<file path="src/msi_pkg.sv">
// msi_pkg: shared constants of the modem status input block.
// assumes: word-aligned 32-bit ahb-lite register access, 40 MHz hclk.

package msi_pkg;

	// ==========================================================
	// register byte offsets
	localparam logic [7:0] MSI_OFS_MODEM_STATUS = 8'h00;
	localparam logic [7:0] MSI_OFS_INT_ENABLE   = 8'h04;
	localparam logic [7:0] MSI_OFS_INT_STATUS   = 8'h08;
	localparam logic [7:0] MSI_OFS_INT_MASK     = 8'h0C;
	localparam logic [7:0] MSI_OFS_LINE_LEVEL   = 8'h10;

	// ==========================================================
	// modem status register field positions
	localparam int MSI_MSR_CARRIER_BIT       = 7;
	localparam int MSI_MSR_READY_BIT         = 5;
	localparam int MSI_MSR_CARRIER_DELTA_BIT = 3;
	localparam int MSI_MSR_READY_DELTA_BIT   = 1;

	// interrupt enable: modem status source enable
	localparam int MSI_IER_MODEM_BIT = 3;

	// interrupt status and mask layout
	localparam int MSI_INT_CARRIER_BIT = 0;
	localparam int MSI_INT_READY_BIT   = 1;

	// line level register layout
	localparam int MSI_LVL_SERIAL_BIT = 0;

	// ==========================================================
	// widths and reset values
	localparam int         MSI_SYNC_W         = 3;
	localparam int         MSI_SYNC_CARRIER   = 0;
	localparam int         MSI_SYNC_READY     = 1;
	localparam int         MSI_SYNC_SERIAL    = 2;
	localparam logic [2:0] MSI_SYNC_RESET     = 3'h7;
	localparam logic [7:0] MSI_IER_RESET      = 8'h00;
	localparam logic [1:0] MSI_INT_MASK_RESET = 2'h3;
	localparam logic [1:0] MSI_FLAGS_RESET    = 2'h0;

	// ahb transfer type bit that marks an active transfer
	localparam int MSI_HTRANS_ACTIVE_BIT = 1;

endpackage : msi_pkg

</file>
<file path="src/msi_modem_status.sv">
// msi_modem_status: modem status inputs of a serial port, with an ahb-lite register slave.
// assumes: a single ahb-lite master, word transfers only, one clock hclk at 40 MHz.
//
// How it works
// - status bit 7 reads the inverse of the synchronised carrier detect pin.
// - status bit 3 sets when carrier detect rises low to high since the last status read.
// - with enable bit 3 and mask bit 0 set, any carrier detect change raises the interrupt request.
// - status bit 5 reads the inverse of the synchronised data set ready pin.
// - status bit 1 sets when data set ready rises low to high since the last status read.
//
// Implementation choices: the AHB-Lite interface to the registers and the register addresses.

`timescale 1ns/1ps
`default_nettype none

module msi_modem_status
	import msi_pkg::*;
(
	// clock and reset
	input  wire logic        hclk,
	input  wire logic        hresetn,
	// ahb-lite slave
	input  wire logic        hsel,
	input  wire logic [31:0] haddr,
	input  wire logic [1:0]  htrans,
	input  wire logic        hwrite,
	input  wire logic [2:0]  hsize,
	input  wire logic [31:0] hwdata,
	input  wire logic        hready,
	output logic             hreadyout,
	output logic             hresp,
	output logic      [31:0] hrdata,
	// modem pins
	input  wire logic        carrier_detect_n,
	input  wire logic        set_ready_n,
	input  wire logic        serial_data_in,
	// to the receiver and the interrupt controller
	output logic             serial_data_sync,
	output logic             irq
);

	// ==========================================================
	// pin synchronisation
	logic [MSI_SYNC_W-1:0] pins_async;
	logic [MSI_SYNC_W-1:0] pins_sync;

	// pins are packed in the order the package names them
	always_comb begin
		pins_async                   = MSI_SYNC_RESET;
		pins_async[MSI_SYNC_CARRIER] = carrier_detect_n;
		pins_async[MSI_SYNC_READY]   = set_ready_n;
		pins_async[MSI_SYNC_SERIAL]  = serial_data_in;
	end

	msi_sync u_sync (
		.hclk       (hclk),
		.hresetn    (hresetn),
		.pins_async (pins_async),
		.pins_sync  (pins_sync)
	);

	assign serial_data_sync = pins_sync[MSI_SYNC_SERIAL];

	// ==========================================================
	// edge detection on the synchronised pins
	logic prev_carrier_n;
	logic prev_ready_n;
	logic next_prev_carrier_n;
	logic next_prev_ready_n;
	logic carrier_rise;
	logic ready_rise;
	logic carrier_change;
	logic ready_change;

	// previous levels follow the synchronised pins
	always_comb begin
		next_prev_carrier_n = pins_sync[MSI_SYNC_CARRIER];
		next_prev_ready_n   = pins_sync[MSI_SYNC_READY];
	end

	always_ff @(posedge hclk or negedge hresetn) begin
		if (!hresetn) begin
			prev_carrier_n <= MSI_SYNC_RESET[MSI_SYNC_CARRIER];
			prev_ready_n   <= MSI_SYNC_RESET[MSI_SYNC_READY];
		end else begin
			prev_carrier_n <= next_prev_carrier_n;
			prev_ready_n   <= next_prev_ready_n;
		end
	end

	// a rise of the active-low pin is the modem dropping the signal
	assign carrier_rise   = pins_sync[MSI_SYNC_CARRIER] & ~prev_carrier_n;
	assign ready_rise     = pins_sync[MSI_SYNC_READY] & ~prev_ready_n;
	assign carrier_change = pins_sync[MSI_SYNC_CARRIER] ^ prev_carrier_n;
	assign ready_change   = pins_sync[MSI_SYNC_READY] ^ prev_ready_n;

	// ==========================================================
	// ahb-lite address phase decode
	logic       addr_take;
	logic       rd_take;
	logic [7:0] rd_ofs;
	logic       wr_pend;
	logic [7:0] wr_ofs;
	logic       next_wr_pend;
	logic [7:0] next_wr_ofs;

	// only bits 7:0 decode; the block is a small window selected by hsel
	assign addr_take = hsel & hready & htrans[MSI_HTRANS_ACTIVE_BIT];
	assign rd_take   = addr_take & ~hwrite;
	assign rd_ofs    = haddr[7:0];

	// a write is held until its data phase, where hwdata stands
	always_comb begin
		next_wr_pend = addr_take & hwrite;
		next_wr_ofs  = haddr[7:0];
	end

	always_ff @(posedge hclk or negedge hresetn) begin
		if (!hresetn) begin
			wr_pend <= 1'b0;
			wr_ofs  <= 8'h00;
		end else begin
			wr_pend <= next_wr_pend;
			wr_ofs  <= next_wr_ofs;
		end
	end

	// zero wait states, always okay; hsize is not checked since only words are used
	assign hreadyout = 1'b1;
	assign hresp     = 1'b0;

	// ==========================================================
	// event flags and software registers
	logic       carrier_delta;
	logic       ready_delta;
	logic [1:0] int_status;
	logic [1:0] int_mask;
	logic [7:0] int_enable;
	logic       next_carrier_delta;
	logic       next_ready_delta;
	logic [1:0] next_int_status;
	logic [1:0] next_int_mask;
	logic [7:0] next_int_enable;
	logic       msr_read;
	logic       ists_read;
	logic [1:0] change_set;

	assign msr_read  = rd_take & (rd_ofs == MSI_OFS_MODEM_STATUS);
	assign ists_read = rd_take & (rd_ofs == MSI_OFS_INT_STATUS);

	always_comb begin
		change_set                      = 2'h0;
		change_set[MSI_INT_CARRIER_BIT] = carrier_change;
		change_set[MSI_INT_READY_BIT]   = ready_change;
	end

	// a set in the same cycle as a clear wins, so no edge is lost
	always_comb begin
		next_carrier_delta = (carrier_delta & ~msr_read) | carrier_rise;
		next_ready_delta   = (ready_delta & ~msr_read) | ready_rise;
		next_int_status    = (int_status & ~{2{msr_read | ists_read}}) | change_set;
		next_int_mask      = int_mask;
		next_int_enable    = int_enable;
		if (wr_pend) begin
			if (wr_ofs == MSI_OFS_INT_ENABLE) begin
				next_int_enable = hwdata[7:0];
			end else if (wr_ofs == MSI_OFS_INT_MASK) begin
				next_int_mask = hwdata[1:0];
			end
		end
	end

	always_ff @(posedge hclk or negedge hresetn) begin
		if (!hresetn) begin
			carrier_delta <= 1'b0;
			ready_delta   <= 1'b0;
			int_status    <= MSI_FLAGS_RESET;
			int_mask      <= MSI_INT_MASK_RESET;
			int_enable    <= MSI_IER_RESET;
		end else begin
			carrier_delta <= next_carrier_delta;
			ready_delta   <= next_ready_delta;
			int_status    <= next_int_status;
			int_mask      <= next_int_mask;
			int_enable    <= next_int_enable;
		end
	end

	// ==========================================================
	// read data, registered at the address phase edge
	logic [31:0] rd_value;
	logic [31:0] next_hrdata;

	// the read value is taken before the read clears the deltas
	always_comb begin
		rd_value = 32'h0000_0000;
		if (rd_ofs == MSI_OFS_MODEM_STATUS) begin
			rd_value[MSI_MSR_CARRIER_BIT]       = ~pins_sync[MSI_SYNC_CARRIER];
			rd_value[MSI_MSR_READY_BIT]         = ~pins_sync[MSI_SYNC_READY];
			rd_value[MSI_MSR_CARRIER_DELTA_BIT] = carrier_delta;
			rd_value[MSI_MSR_READY_DELTA_BIT]   = ready_delta;
		end else if (rd_ofs == MSI_OFS_INT_ENABLE) begin
			rd_value[7:0] = int_enable;
		end else if (rd_ofs == MSI_OFS_INT_STATUS) begin
			rd_value[1:0] = int_status;
		end else if (rd_ofs == MSI_OFS_INT_MASK) begin
			rd_value[1:0] = int_mask;
		end else if (rd_ofs == MSI_OFS_LINE_LEVEL) begin
			rd_value[MSI_LVL_SERIAL_BIT] = pins_sync[MSI_SYNC_SERIAL];
		end
		next_hrdata = rd_take ? rd_value : 32'h0000_0000;
	end

	always_ff @(posedge hclk or negedge hresetn) begin
		if (!hresetn) begin
			hrdata <= 32'h0000_0000;
		end else begin
			hrdata <= next_hrdata;
		end
	end

	// ==========================================================
	// interrupt output: level, gated by the modem source enable and the mask
	logic next_irq;

	always_comb begin
		next_irq = int_enable[MSI_IER_MODEM_BIT] & (|(int_status & int_mask));
	end

	always_ff @(posedge hclk or negedge hresetn) begin
		if (!hresetn) begin
			irq <= 1'b0;
		end else begin
			irq <= next_irq;
		end
	end

endmodule : msi_modem_status

`default_nettype wire

</file>
<file path="src/msi_sync.sv">
// msi_sync: two flip-flop synchroniser for the asynchronous modem pins.
// assumes: pins idle high, so both stages reset to the idle level.

`timescale 1ns/1ps
`default_nettype none

module msi_sync
	import msi_pkg::*;
(
	// clock and reset
	input  wire logic                  hclk,
	input  wire logic                  hresetn,
	// asynchronous pins and their synchronised levels
	input  wire logic [MSI_SYNC_W-1:0] pins_async,
	output logic      [MSI_SYNC_W-1:0] pins_sync
);

	logic [MSI_SYNC_W-1:0] stage_one;
	logic [MSI_SYNC_W-1:0] stage_two;

	// ==========================================================
	// stage one is read only by stage two, to keep metastability contained
	always_ff @(posedge hclk or negedge hresetn) begin
		if (!hresetn) begin
			stage_one <= MSI_SYNC_RESET;
			stage_two <= MSI_SYNC_RESET;
		end else begin
			stage_one <= pins_async;
			stage_two <= stage_one;
		end
	end

	assign pins_sync = stage_two;

endmodule : msi_sync

`default_nettype wire

</file>
<file path="config.mk">
export PLATFORM = sky130hd
export DESIGN_NAME = msi_modem_status
export DESIGN_NICKNAME = d
export VERILOG_FILES = /design/src/msi_pkg.sv /design/src/msi_modem_status.sv /design/src/msi_sync.sv
export SDC_FILE = /design/constraint.sdc
export NUM_CORES = 1
export LEC_CHECK = 0
export BUFFER_PORTS_ARGS = -buffer_cell sky130_fd_sc_hd__buf_2
export CORE_ASPECT_RATIO = 0.9
export CORE_MARGIN = 1.5
export CORE_UTILIZATION = 25
export DETAILED_ROUTE_END_ITERATION = 10
export GPL_TIMING_DRIVEN = 0
export MAX_ROUTING_LAYER = met4
export SYNTH_ARGS = -nofsm -noshare
export SYNTH_HDL_FRONTEND = slang
export SYNTH_SLANG_ARGS = --single-unit
</file>
<file path="constraint.sdc">
create_clock -name hclk -period 1.9 [get_ports hclk]
set_clock_uncertainty 0.05 [all_clocks]
set_input_delay 0.475 -clock hclk [delete_from_list [all_inputs] [get_ports hclk]]
set_output_delay 0.475 -clock hclk [all_outputs]
set_load 0.05 [all_outputs]
</file>
# ---- Yosys cells after proc, flatten, opt, wreduce, memory -nomap -nowiden
# Index checks and enable logic that the tools add are counted.
dict set report op_classes {
  n_eq_ne 6
  n_mux 15
  bitwise 27
  reduce_logical 4
}
# operator n
set ops {}
lappend ops {{$eq A8 B4 Y1 const B} 3}
lappend ops {{$eq A8 B3 Y1 const B} 2}
lappend ops {{$and A1 B1 Y1} 11}
lappend ops {{$mux W1} 11}
lappend ops {{$eq A8 B5 Y1 const B} 1}
lappend ops {{$logic_not A8 Y1} 1}
lappend ops {{$mux W8} 1}
lappend ops {{$not A1 Y1} 7}
lappend ops {{$mux W6} 1}
lappend ops {{$and A2 B2 Y2} 2}
lappend ops {{$mux W2} 2}
lappend ops {{$or A1 B1 Y1} 3}
lappend ops {{$reduce_and A3 Y1} 1}
lappend ops {{$not A2 Y2} 1}
lappend ops {{$or A2 B2 Y2} 1}
lappend ops {{$reduce_and A2 Y1} 1}
lappend ops {{$reduce_or A2 Y1} 1}
lappend ops {{$xor A1 B1 Y1} 2}
dict set report totals {
  register_bits 40
  inputBits 77
  output_inout_bits 36
  wordCells 65
}

# ---- Logic depth before layout (Yosys ltp)
# Gate-level depths: netlist (run 1).
dict set report depth {
  depth_word 8
  ltp_mapped 4
  mapped_depth_nobuf 3
}

# ---- Modules after synthesis
# From an unflattened synthesis (run 1), not the netlist that was laid out.
dict set report unflattened {
  cells_unflattened 132
  hier_area_um2 1725.4
}
# module instances cells_each area_per_inst_um2 seq_area_each_um2
set modules_own_cells {}
lappend modules_own_cells {msi_modem_status 1 126 1567.8 855.8}
lappend modules_own_cells {msi_sync 1 6 157.7 157.7}

# ---- Least setup slack after synthesis (run 1)
# Ideal clock, no wire load.
dict set report synth_timing {
  kind {in2reg}
  startpoint {in haddr[7]}
  endpoint {reg hrdata[5]}
  setup_ns 0.072
  arrival_ns 1.646
  t_required_ns 1.778
  path_slack_ns 0.132
  cell_stages 3
  path_buffers 0
  cell_sequence {or4_4 or4b_4 nor2_1}
}
dict set report synth_between {
  elab_chain_cells 4
  word_cells_on_any_way 5
  classes_between {eq/ne: 1; mux: 3; reduce/logical: 1}
}
# item line_no
set synth_lines {}
lappend synth_lines {{start, declared} msi_modem_status.sv:24} ;# input wire logic [31:0] haddr,
lappend synth_lines {{$eq A8 B3 Y1} msi_modem_status.sv:202} ;# end else if (rd_ofs == MSI_OFS_INT_ENABLE) begin
lappend synth_lines {{$mux W6} msi_modem_status.sv:202}
lappend synth_lines {{$mux W1 (*)} msi_modem_status.sv:197} ;# if (rd_ofs == MSI_OFS_MODEM_STATUS) begin
lappend synth_lines {{$mux W8 (*)} msi_modem_status.sv:211} ;# next_hrdata = rd_take ? rd_value : 32'h0000_0000;
lappend synth_lines {{net next_hrdata[5]} msi_modem_status.sv:192} ;# logic [31:0] next_hrdata;
lappend synth_lines {{end signal, assigned} msi_modem_status.sv:218} ;# hrdata <= next_hrdata;
lappend synth_lines {{end, declared} msi_modem_status.sv:32} ;# output logic [31:0] hrdata,
# The timed path passes the listed nets; every way through them passes the cells marked *.
# A chain may end at the register's enable or synchronous reset.

# ---- Worst setup path in the final report (run 1)
dict set report layout_timing {
  startpoint {in haddr[7]}
  endpoint {reg hrdata[6]}
}
# Same word-level chain as after synthesis.

==> metrics, run 1 <==
Vias 1,052; final RePlAce weighted congestion 0.740; hpwl dp 2.29 mm; CTS root buffer clkbuf_8; CP Launch Type input port; Nets 276; residual DRC count 0; Worst EP required 2.06 ns; critical path class in -> reg; asr flop ratio synth 1.00; Max Cap Violations 0; PortBufs 34; Power Density 757 nW/um2; critical path arrival 1.93 ns; Initial Util 0.259; clock insertion delay at the later pin of the skew report 0.28 ns; Initial DRC Count 42; met3 Track Usage GR 0.0306; final setup violation count 0; final hold slack 0.241 ns; Mapped Cells 131; antenna violations before repair 0; number of instances in the placed design 279; CP delay by family, top simple AND/OR/NAND/NOR gates; Buf/Inv on CP 1; total gr overflow 0; Crit-path slowest cell or4_4; critical-path cell list buf_2 > or4_4 > nor4_1 > and3_1; first-pass GRT wire length 4.69 mm; CTS tree built; status finished clean; DRT antenna net count 0; share of cells above drive strength 1 0.475; num rows 28; met2 Track Usage GR 0.140; CP max stage delay 0.56 ns; Max Freq 564 MHz; Rel. slew slack 0.436; Worst Path Max Fanout 5; M1 GR Usage 0.104; #FFs+latches synth 40; clk sinks 40; busiest grt layer met2; antenna fix cells 0; Int Pwr 1210 uW; CTS H-tree lvls 2; hold path start carrier_detect_n; Syn Area/Cell 13.0 um2; total power 1650 uW; Setup crit start haddr[7]; Total GRT Usage 0.0867; DIE AREA 7340 um2; Post-synth EDFFs 0; clock power share 0.312; final wirelength 2.92 mm; Slew Viols, Final 0; Synth Cell Area 1710 um2; Reg2Reg Depth 4; Worst-path clk slew 0.07 ns; min Tclk post-route 1.77 ns; core area 6590 um2; synthesis-to-layout area growth 27.8%; Comb power frac 0.148; clk buf depth 2; Vias/cell 3.65; R2R Path Start wr_ofs[1]$_DFF_PN0_; post-synthesis sequential area ratio 0.593; Die Wd 90.1 um; Reg power frac 0.540; Die Y 81.4 um; routed len/inst 10.1 um; hold depth 1; number of global-route vias before repair 955; Post-CTS Resized 0; net load switching power 438 uW; Layout Cells excl Fill 288; Yosys cell types 33; setup ws final 0.126 ns; drt pass-1 iters 3; total CTS buffers 5; dpl ws -0.151 ns; Top FF cell, synth dfrtp_1; IO Pins 113; Final Cycle Share 0.934; largest net degree at the start of global routing 41; crit end category flop; Worst path depth 4; final setup TNS 0 ns; Final Hold Vio Count 0; RSZ-0062 raised after global routing no; synth warn 0; peak supply drop 0.291 mV; switching power share of the total 0.265; Hold WC Path Type in -> reg; slew at the pin with the worst max-slew slack 0.846 ns; Leakage 0.00115 uW
==> path summary, 6_finish.rpt <==
| check | to | slack [ns] |
|---|---|---|
| setup / recovery | hrdata[6]$_DFF_PN0_ | 0.13 |
| hold / removal | u_sync.stage_one[0]$_DFF_PN1_ | 0.24 |
| setup reg to reg | int_enable[6]$_DFFE_PN0P_ | 0.14 |
| hold reg to reg | u_sync.pins_sync[1]$_DFF_PN1_ | 0.31 |
| max in group asynchronous | int_enable[2]$_DFFE_PN0P_ | 1.01 |
| min in group asynchronous | int_enable[0]$_DFFE_PN0P_ | 0.25 |
==> metal layers <==
metal  up-vias  share of wire  wire length (um)
met5         -              0                 0
met1       494           0.44              1300
met3         2          0.061               179
met4         0         0.0086                25
li1        522              -                 -
met2        34           0.49              1420
==> cell usage in the layout (no fill, tap or decap) <==
master	instances
mux2_2	8
clkbuf_1	3
or4b_4	3
nand4b_1	1
o21bai_1	2
mux4_2	1
or3_1	1
nand2_1	1
or3_4	1
nor4_1	3
buf_12	1
a21oi_1	3
ha_1	2
and3_1	3
mux2_4	2
a2111oi_0	1
nor3_4	1
and2_1	1
a311oi_1	1
dfrtp_1	30
clkinv_2	1
nor2b_1	2
conb_1	26
o21a_1	1
buf_4	26
nand3_1	1
clkbuf_8	5
or4_1	1
buf_2	34
nor2_1	7
a22oi_1	1
mux2i_1	1
inv_1	9
or4_4	1
dfstp_2	10
o21ai_0	2
nor4bb_1	1
==> state kept, by name, indices dropped and copies added, names as in the netlist, 2 cells and up <==
register,count
hrdata,8
int_enable,8
int_mask,2
int_status,2
u_sync.pins_sync,3
u_sync.stage_one,3
wr_ofs,8
==> logic make-up after synthesis <==
kind of cell	count (synthesis)	share of synthesized area
mux	12	0.0894
flops	40	0.593
fa+ha+maj	2	0.0146
other cells	2	0.00440
simple gates	28	0.119
compound gates	11	0.0425
buf+inv	36	0.136
==> repair_timing <==
action                     CTS  global route
hold buffers                 0             0
buffers inserted             1             0
setup endpoints to repair    8             0
==> synth_stat cells (2+ instances only) <==
| library cell | n | area (um2) |
|---|---|---|
| dfrtp_1 | 30 | 751 |
| buf_4 | 26 | 195 |
| dfstp_2 | 10 | 263 |
| inv_1 | 9 | 33.8 |
| mux2_2 | 8 | 90.1 |
| nor2_1 | 7 | 26.3 |
| a21oi_1 | 3 | 15.0 |
| and3_1 | 3 | 18.8 |
| nor4_1 | 3 | 18.8 |
| or4b_4 | 3 | 41.3 |
| conb_1 | 2 | 7.51 |
| ha_1 | 2 | 25.0 |
| mux2_4 | 2 | 30.0 |
| nor2b_1 | 2 | 12.5 |
| o21ai_0 | 2 | 10.0 |
| o21bai_1 | 2 | 15.0 |
==> worst register-to-register path, stage by stage (launching register included) <==
cell and delay, ns:
dfrtp_1 0.36, or4b_4 0.56, nor3_4 0.21, buf_12 0.15, mux2_2 0.32
==> layout make-up <==
| type | count | area [um2] |
|---|---|---|
| inverter | 9 | 33.8 |
| timing repair buffer | 35 | 190 |
| clock inverter | 1 | 5.00 |
| fill | 710 | 4400 |
| buffer | 27 | 199 |
| tap | 90 | 113 |
| clock buffer | 7 | 76.3 |
| sequential | 40 | 1010 |
| multi-input combinational | 79 | 552 |
==> through the flow <==
stage                util  instance area (um2)
floorplan               -                 1800
global placement    0.316                 2080
CTS                 0.331                 2180
finish              0.331                 2180
global route        0.331                 2180
detailed placement  0.316                 2080
==> power by group through the flow <==
stage / Sequential, uW / Combinational (uW) / Clock [uW]
3_3_place_gp: 907 / 242 / 0
4_1_cts: 892 / 244 / 531
5_1_grt: 894 / 261 / 568
3_5_place_dp: 907 / 244 / 0
6_report: 891 / 244 / 516
2_1_floorplan: 909 / 182 / 0
(Power assumes the default switching activity.)
==> run 2: changes to the inputs <==
--- a/config.mk
+++ b/config.mk
@@ -6,12 +6,15 @@
 export NUM_CORES = 1
 export LEC_CHECK = 0
 export BUFFER_PORTS_ARGS = -buffer_cell sky130_fd_sc_hd__buf_2
+export CELL_PAD_IN_SITES_DETAIL_PLACEMENT = 1
+export CELL_PAD_IN_SITES_GLOBAL_PLACEMENT = 2
 export CORE_ASPECT_RATIO = 0.9
 export CORE_MARGIN = 1.5
-export CORE_UTILIZATION = 25
+export CORE_UTILIZATION = 24
 export DETAILED_ROUTE_END_ITERATION = 10
 export GPL_TIMING_DRIVEN = 0
 export MAX_ROUTING_LAYER = met4
+export PLACE_DENSITY_LB_ADDON = 0.1
 export SYNTH_ARGS = -nofsm -noshare
 export SYNTH_HDL_FRONTEND = slang
 export SYNTH_SLANG_ARGS = --single-unit
==> metrics, run 2 (synthesis results as in run 1) <==
status finished clean; Die Y 83.0 um (+2.0%); R2R Path Start wr_ofs[1]$_DFF_PN0_; Nets 276 (unchanged); Vias/cell 3.84 (+5.2%); r2r endpoint int_enable[4]$_DFFE_PN0P_; antenna violations before repair 0 (unchanged); Slew Viols, Final 0 (unchanged); Max Freq 556 MHz (-1.3%); Power Density 776 nW/um2 (+2.5%); hold depth 1 (unchanged); post-route core utilization 0.327 (-0.00430); clk buf depth 2 (unchanged); final wirelength 3.54 mm (+21%); IO Pins 113 (unchanged); num rows 28 (unchanged); most frequent cells in the layout buf_2, dfrtp_1, buf_4, conb_1, dfstp_2; routed len/inst 12.3 um (+21%); fillers 776 (+9.3%); total CTS buffers 5 (unchanged); CTS H-tree lvls 2 (unchanged); final RePlAce weighted congestion 0.705 (-4.7%); Worst EP required 2.02 ns (-0.04 ns); PortBufs 34 (unchanged); CP max stage delay 0.56 ns (about the same); Max Cap Violations 0 (unchanged); hold endpoint u_sync.stage_one[0]$_DFF_PN1_; number of global-route vias before repair 1,208 (+26%); CTS root buffer clkbuf_8; CP delay by family, top simple AND/OR/NAND/NOR gates; Leakage 0.00116 uW (+0.77%); Final Cycle Share 0.946 (+0.0125); final setup violation count 0 (unchanged); Top Registers hrdata x8, int_enable x8, wr_ofs x8; DRT antenna net count 0 (unchanged); core area 6730 um2 (+2.1%); dpl ws -0.261 ns (-0.110 ns); largest net degree at the start of global routing 41 (unchanged); CP Launch Type flop; r2r setup slk 0.10 ns (-0.04 ns); Worst-path clk slew 0.08 ns (about the same); min Tclk post-route 1.80 ns (+0.0237 ns); synthesis-to-layout area growth 28.8%; critical path class reg -> reg; first-pass GRT wire length 5.94 mm (+27%); antenna fix cells 0 (unchanged); total gr overflow 0 (unchanged); Worst Path Max Fanout 8 (+3); Reg2Reg Depth 4 (unchanged); RSZ-0062 raised after global routing no; Final Hold Vio Count 0 (unchanged); clk sinks 40 (unchanged); Total GRT Usage 0.104 (+0.0173); drt pass-1 iters 4 (+1); Initial DRC Count 12 (-71%); residual DRC count 0 (unchanged); clock insertion delay at the later pin of the skew report 0.28 ns (about the same); hold path start carrier_detect_n; DIE AREA 7630 um2 (+4.0%); setup ws final 0.103 ns (-0.0237 ns); crit end category flop; Vias 1,107 (+5.2%); hpwl dp 2.76 mm (+21%); Rel. slew slack 0.411 (-0.0252); peak supply drop 0.259 mV (-11%); final setup TNS 0 ns (unchanged); leading cell type in the layout, fill and taps excluded buf_2; Die Wd 91.9 um (+2.0%); slew at the pin with the worst max-slew slack 0.884 ns (+0.0378 ns); Hold WC Path Type in -> reg; Buf/Inv on CP 1 (unchanged); critical path arrival 1.91 ns (-0.02 ns); Crit-path slowest cell or4b_4; critical-path cell list or4b_4 > nor3_4 > buf_12 > mux2_2; Initial Util 0.254 (-0.00540); CTS tree built; share of cells above drive strength 1 0.490 (+0.0152)
==> run 2: changes by cell type in the layout (fill, tap and decap cells not counted), sizes merged <==
cell and delta:
clkbuf -1, clkinv +1
==> run 2: worst max-delay path by stage <==
stage | startpoint | end | slack, ns | depth (start not counted)
global placement | haddr[7] | hrdata[6]$_DFF_PN0_ | -0.21 | 4
CTS | haddr[7] | hrdata[6]$_DFF_PN0_ | 0.04 | 4
detailed placement | haddr[7] | hrdata[6]$_DFF_PN0_ | -0.26 | 4
global route | haddr[2] | hrdata[0]$_DFF_PN0_ | 0.05 | 5
finish | wr_ofs[1]$_DFF_PN0_ | int_enable[4]$_DFFE_PN0P_ | 0.10 | 4
floorplan | haddr[7] | hrdata[5]$_DFF_PN0_ | 0.13 | 3
==> run 2: metrics by stage <==
step / area (um2) / power (uW) / hold WS (ns) / instances
after detailed placement: 2080 / 1150 / 0.297 / 279
after floorplan: 1800 / 1090 / 0.129 / 155
after global routing: 2200 / 1790 / 0.209 / 288
after global placement: 2080 / 1150 / 0.296 / 279
after CTS: 2190 / 1750 / 0.215 / 288
final: 2200 / 1710 / 0.233 / 288
==> run 2: power breakdown <==
group          internal [uW]  leakage [uW]  switching, uW
Combinational           74.2      0.000626            173
Sequential               881      0.000485           10.4
Clock                    290     0.0000510            277
Total                   1250       0.00116            461
==> run 2: repair_timing <==
action,CTS,global route
pin swaps,1,0
setup buffers,1,0
endpoints found under the setup margin,8,3
gates resized for setup,0,1
hold buffers,0,0
==> run 2: worst reg2reg max path, cell delays in order, from the launching register on <==
cell and delay [ns]:
dfrtp_1 0.37, or4b_4 0.56, nor3_4 0.21, buf_12 0.15, mux2_2 0.34
==> run 2: layout make-up <==
cell class	instances	area, um2	share of cell area
plain buffers	27	199	0.0904
repair buffers	35	190	0.0865
inverters	9	33.8	0.0154
clock buffers	6	82.6	0.0375
clock inverters	2	10.0	0.00455
multi-input cells	79	558	0.254
flip-flops and latches	40	1010	0.461
well taps	90	113	0.0512
==> run 2: metal layers <==
metal | routed length [um] | global-route usage | share of wire | vias up
li1 | - | - | - | 523
met5 | 0 | - | 0 | -
met3 | 207 | 0.0311 | 0.058 | 5
met4 | 35 | 0.0294 | 0.0099 | 0
met2 | 1700 | 0.166 | 0.48 | 32
met1 | 1600 | 0.127 | 0.45 | 547
==> run 3: changes to the inputs <==
--- a/config.mk
+++ b/config.mk
@@ -8,7 +8,7 @@
 export BUFFER_PORTS_ARGS = -buffer_cell sky130_fd_sc_hd__buf_2
 export CELL_PAD_IN_SITES_DETAIL_PLACEMENT = 1
 export CELL_PAD_IN_SITES_GLOBAL_PLACEMENT = 2
-export CORE_ASPECT_RATIO = 0.9
+export CORE_ASPECT_RATIO = 1.4
 export CORE_MARGIN = 1.5
 export CORE_UTILIZATION = 24
 export DETAILED_ROUTE_END_ITERATION = 10
==> metrics, run 3 (synthesis results as in run 1) <==
Total GRT Usage 0.0994 (-0.00463); leading cell type in the layout, fill and taps excluded buf_2; CTS root buffer clkbuf_8; CP max stage delay 0.55 ns (about the same); Power Density 787 nW/um2 (+1.5%); Rel. slew slack 0.401 (-0.00948); Int Pwr 1250 uW (+0.41%); net load switching power 482 uW (+4.6%); number of instances in the placed design 284 (+1.8%); Layout Cells excl Fill 293 (+1.7%); CTS tree built; total gr overflow 0 (unchanged); hpwl dp 2.67 mm (-3.4%); Max Freq 567 MHz (+1.9%); PortBufs 34 (unchanged); DIE AREA 7640 um2 (about the same); Nets 276 (unchanged); Vias/cell 3.68 (-4.4%); R2R Path Start wr_ofs[1]$_DFF_PN0_; status finished clean; Multi-input gate area 552 um2 (-1.1%); slew at the pin with the worst max-slew slack 0.898 ns (+0.0142 ns); Worst EP required 2.03 ns (about the same); Die Y 103 um (+24%); critical path arrival 1.89 ns (-0.02 ns); Max Cap Violations 0 (unchanged); RSZ-0062 raised after global routing no; fillers 818 (+5.4%); Final Cycle Share 0.928 (-0.0176); Crit-path slowest cell or4b_4; Worst Path Max Fanout 8 (unchanged); total CTS buffers 5 (unchanged); switching power share of the total 0.278 (+0.00814); clk sinks 40 (unchanged); clk buf depth 2 (unchanged); IO Pins 113 (unchanged); number of global-route vias before repair 1,103 (-8.7%); Top Registers hrdata x8, int_enable x8, wr_ofs x8; Sequential cell area 1010 um2 (unchanged); crit end category flop; residual DRC count 0 (unchanged); critical-path cell list or4b_4 > nor3_4 > buf_12 > mux2_2; hold path start carrier_detect_n; final hold slack 0.224 ns (-0.00862 ns); num rows 36 (+29%); critical path class reg -> reg; final wirelength 3.46 mm (-2.1%); Slew Viols, Final 0 (unchanged); Reg power frac 0.515 (-0.008); synthesis-to-layout area growth 28.9% (about the same); Final Hold Vio Count 0 (unchanged); Worst-path clk slew 0.08 ns (about the same); Buf/Inv on CP 1 (unchanged); Comb power frac 0.142 (-0.003); hold_buf cts 0 (unchanged); peak supply drop 0.300 mV (+16%); core area 6940 um2 (+3.1%); CP Launch Type flop; first-pass GRT wire length 5.42 mm (-8.8%); routed len/inst 11.8 um (-3.8%); Hold WC Path Type in -> reg; Initial Util 0.246 (-0.00769); final setup violation count 0 (unchanged); Setup crit start wr_ofs[1]$_DFF_PN0_; Vias 1,077 (-2.7%); r2r setup slk 0.14 ns (+0.03 ns); DRT antenna net count 0 (unchanged); hold depth 1 (unchanged); hold endpoint u_sync.stage_one[0]$_DFF_PN1_; antenna fix cells 0 (unchanged); Reg2Reg Depth 4 (unchanged); drt pass-1 iters 2 (-2); most frequent cells in the layout buf_2, dfrtp_1, buf_4, conb_1, dfstp_2; share of cells above drive strength 1 0.480 (-0.0101); Leakage 0.00116 uW (-0.57%); clock insertion delay at the later pin of the skew report 0.29 ns (about the same); largest net degree at the start of global routing 41 (unchanged); antenna violations before repair 0 (unchanged); CTS H-tree lvls 2 (unchanged); Initial DRC Count 17 (+5); CP delay by family, top simple AND/OR/NAND/NOR gates; r2r endpoint int_enable[4]$_DFFE_PN0P_; Die Wd 74.3 um (-19%); clock power share 0.343 (+0.011); final RePlAce weighted congestion 0.696 (-1.3%); min Tclk post-route 1.76 ns (-0.0335 ns)
[run 3: changes by cell type in the layout (fill, tap and decap cells not counted), sizes merged]
cell	change
clkinv	-2
clkinvlp	+1
clkbuf	+1
[run 3: worst max path at each step]
stage / to / slack, ns / cells after the start
final: int_enable[4]$_DFFE_PN0P_ / 0.14 / 4
after global routing: hrdata[6]$_DFF_PN0_ / 0.06 / 4
after CTS: hrdata[6]$_DFF_PN0_ / 0.07 / 4
after detailed placement: hrdata[6]$_DFF_PN0_ / -0.24 / 4
after global placement: hrdata[2]$_DFF_PN0_ / -0.20 / 4
after floorplan: hrdata[5]$_DFF_PN0_ / 0.13 / 3
[run 3: what timing repair did]
item | CTS | global route
endpoints found under the setup margin | 8 | 0
setup buffers | 1 | 0
resized for setup | 0 | 0
[run 3: area by class of cell]
type,instances,area share
Clock buffer,7,0.0392
Multi-Input combinational cell,79,0.251
Clock inverter,1,0.00341
Inverter,9,0.0153
Tap cell,95,0.0540
Sequential cell,40,0.460
Timing Repair Buffer,35,0.0864
Buffer,27,0.0904
[run 3: power groups by stage]
stage / Combinational [uW] / Sequential (uW) / Clock, uW
6_report: 247 / 891 / 594
5_1_grt: 266 / 894 / 653
4_1_cts: 247 / 892 / 620
3_5_place_dp: 247 / 908 / 0
3_3_place_gp: 244 / 907 / 0
2_1_floorplan: 182 / 909 / 0
[run 3: stage by stage]
stage / area [um2] / TNS [ns] / power, uW / util / setup slack, ns
5_1_grt: 2200 / 0 / 1810 / 0.317 / 0.0574
6_report: 2200 / 0 / 1730 / 0.317 / 0.136
4_1_cts: 2200 / 0 / 1760 / 0.317 / 0.0722
3_5_place_dp: 2090 / -1.61 / 1150 / 0.301 / -0.237
3_3_place_gp: 2090 / -1.17 / 1150 / 0.301 / -0.203
2_1_floorplan: 1800 / 0 / 1090 / - / 0.132
[run 3: metal layers]
metal,GRT usage,part of all wire,vias to the layer above
met2,0.172,0.57,34
met1,0.103,0.37,517
met3,0.0313,0.053,4
met5,-,0,-
li1,-,-,522
met4,0.0420,0.0061,0
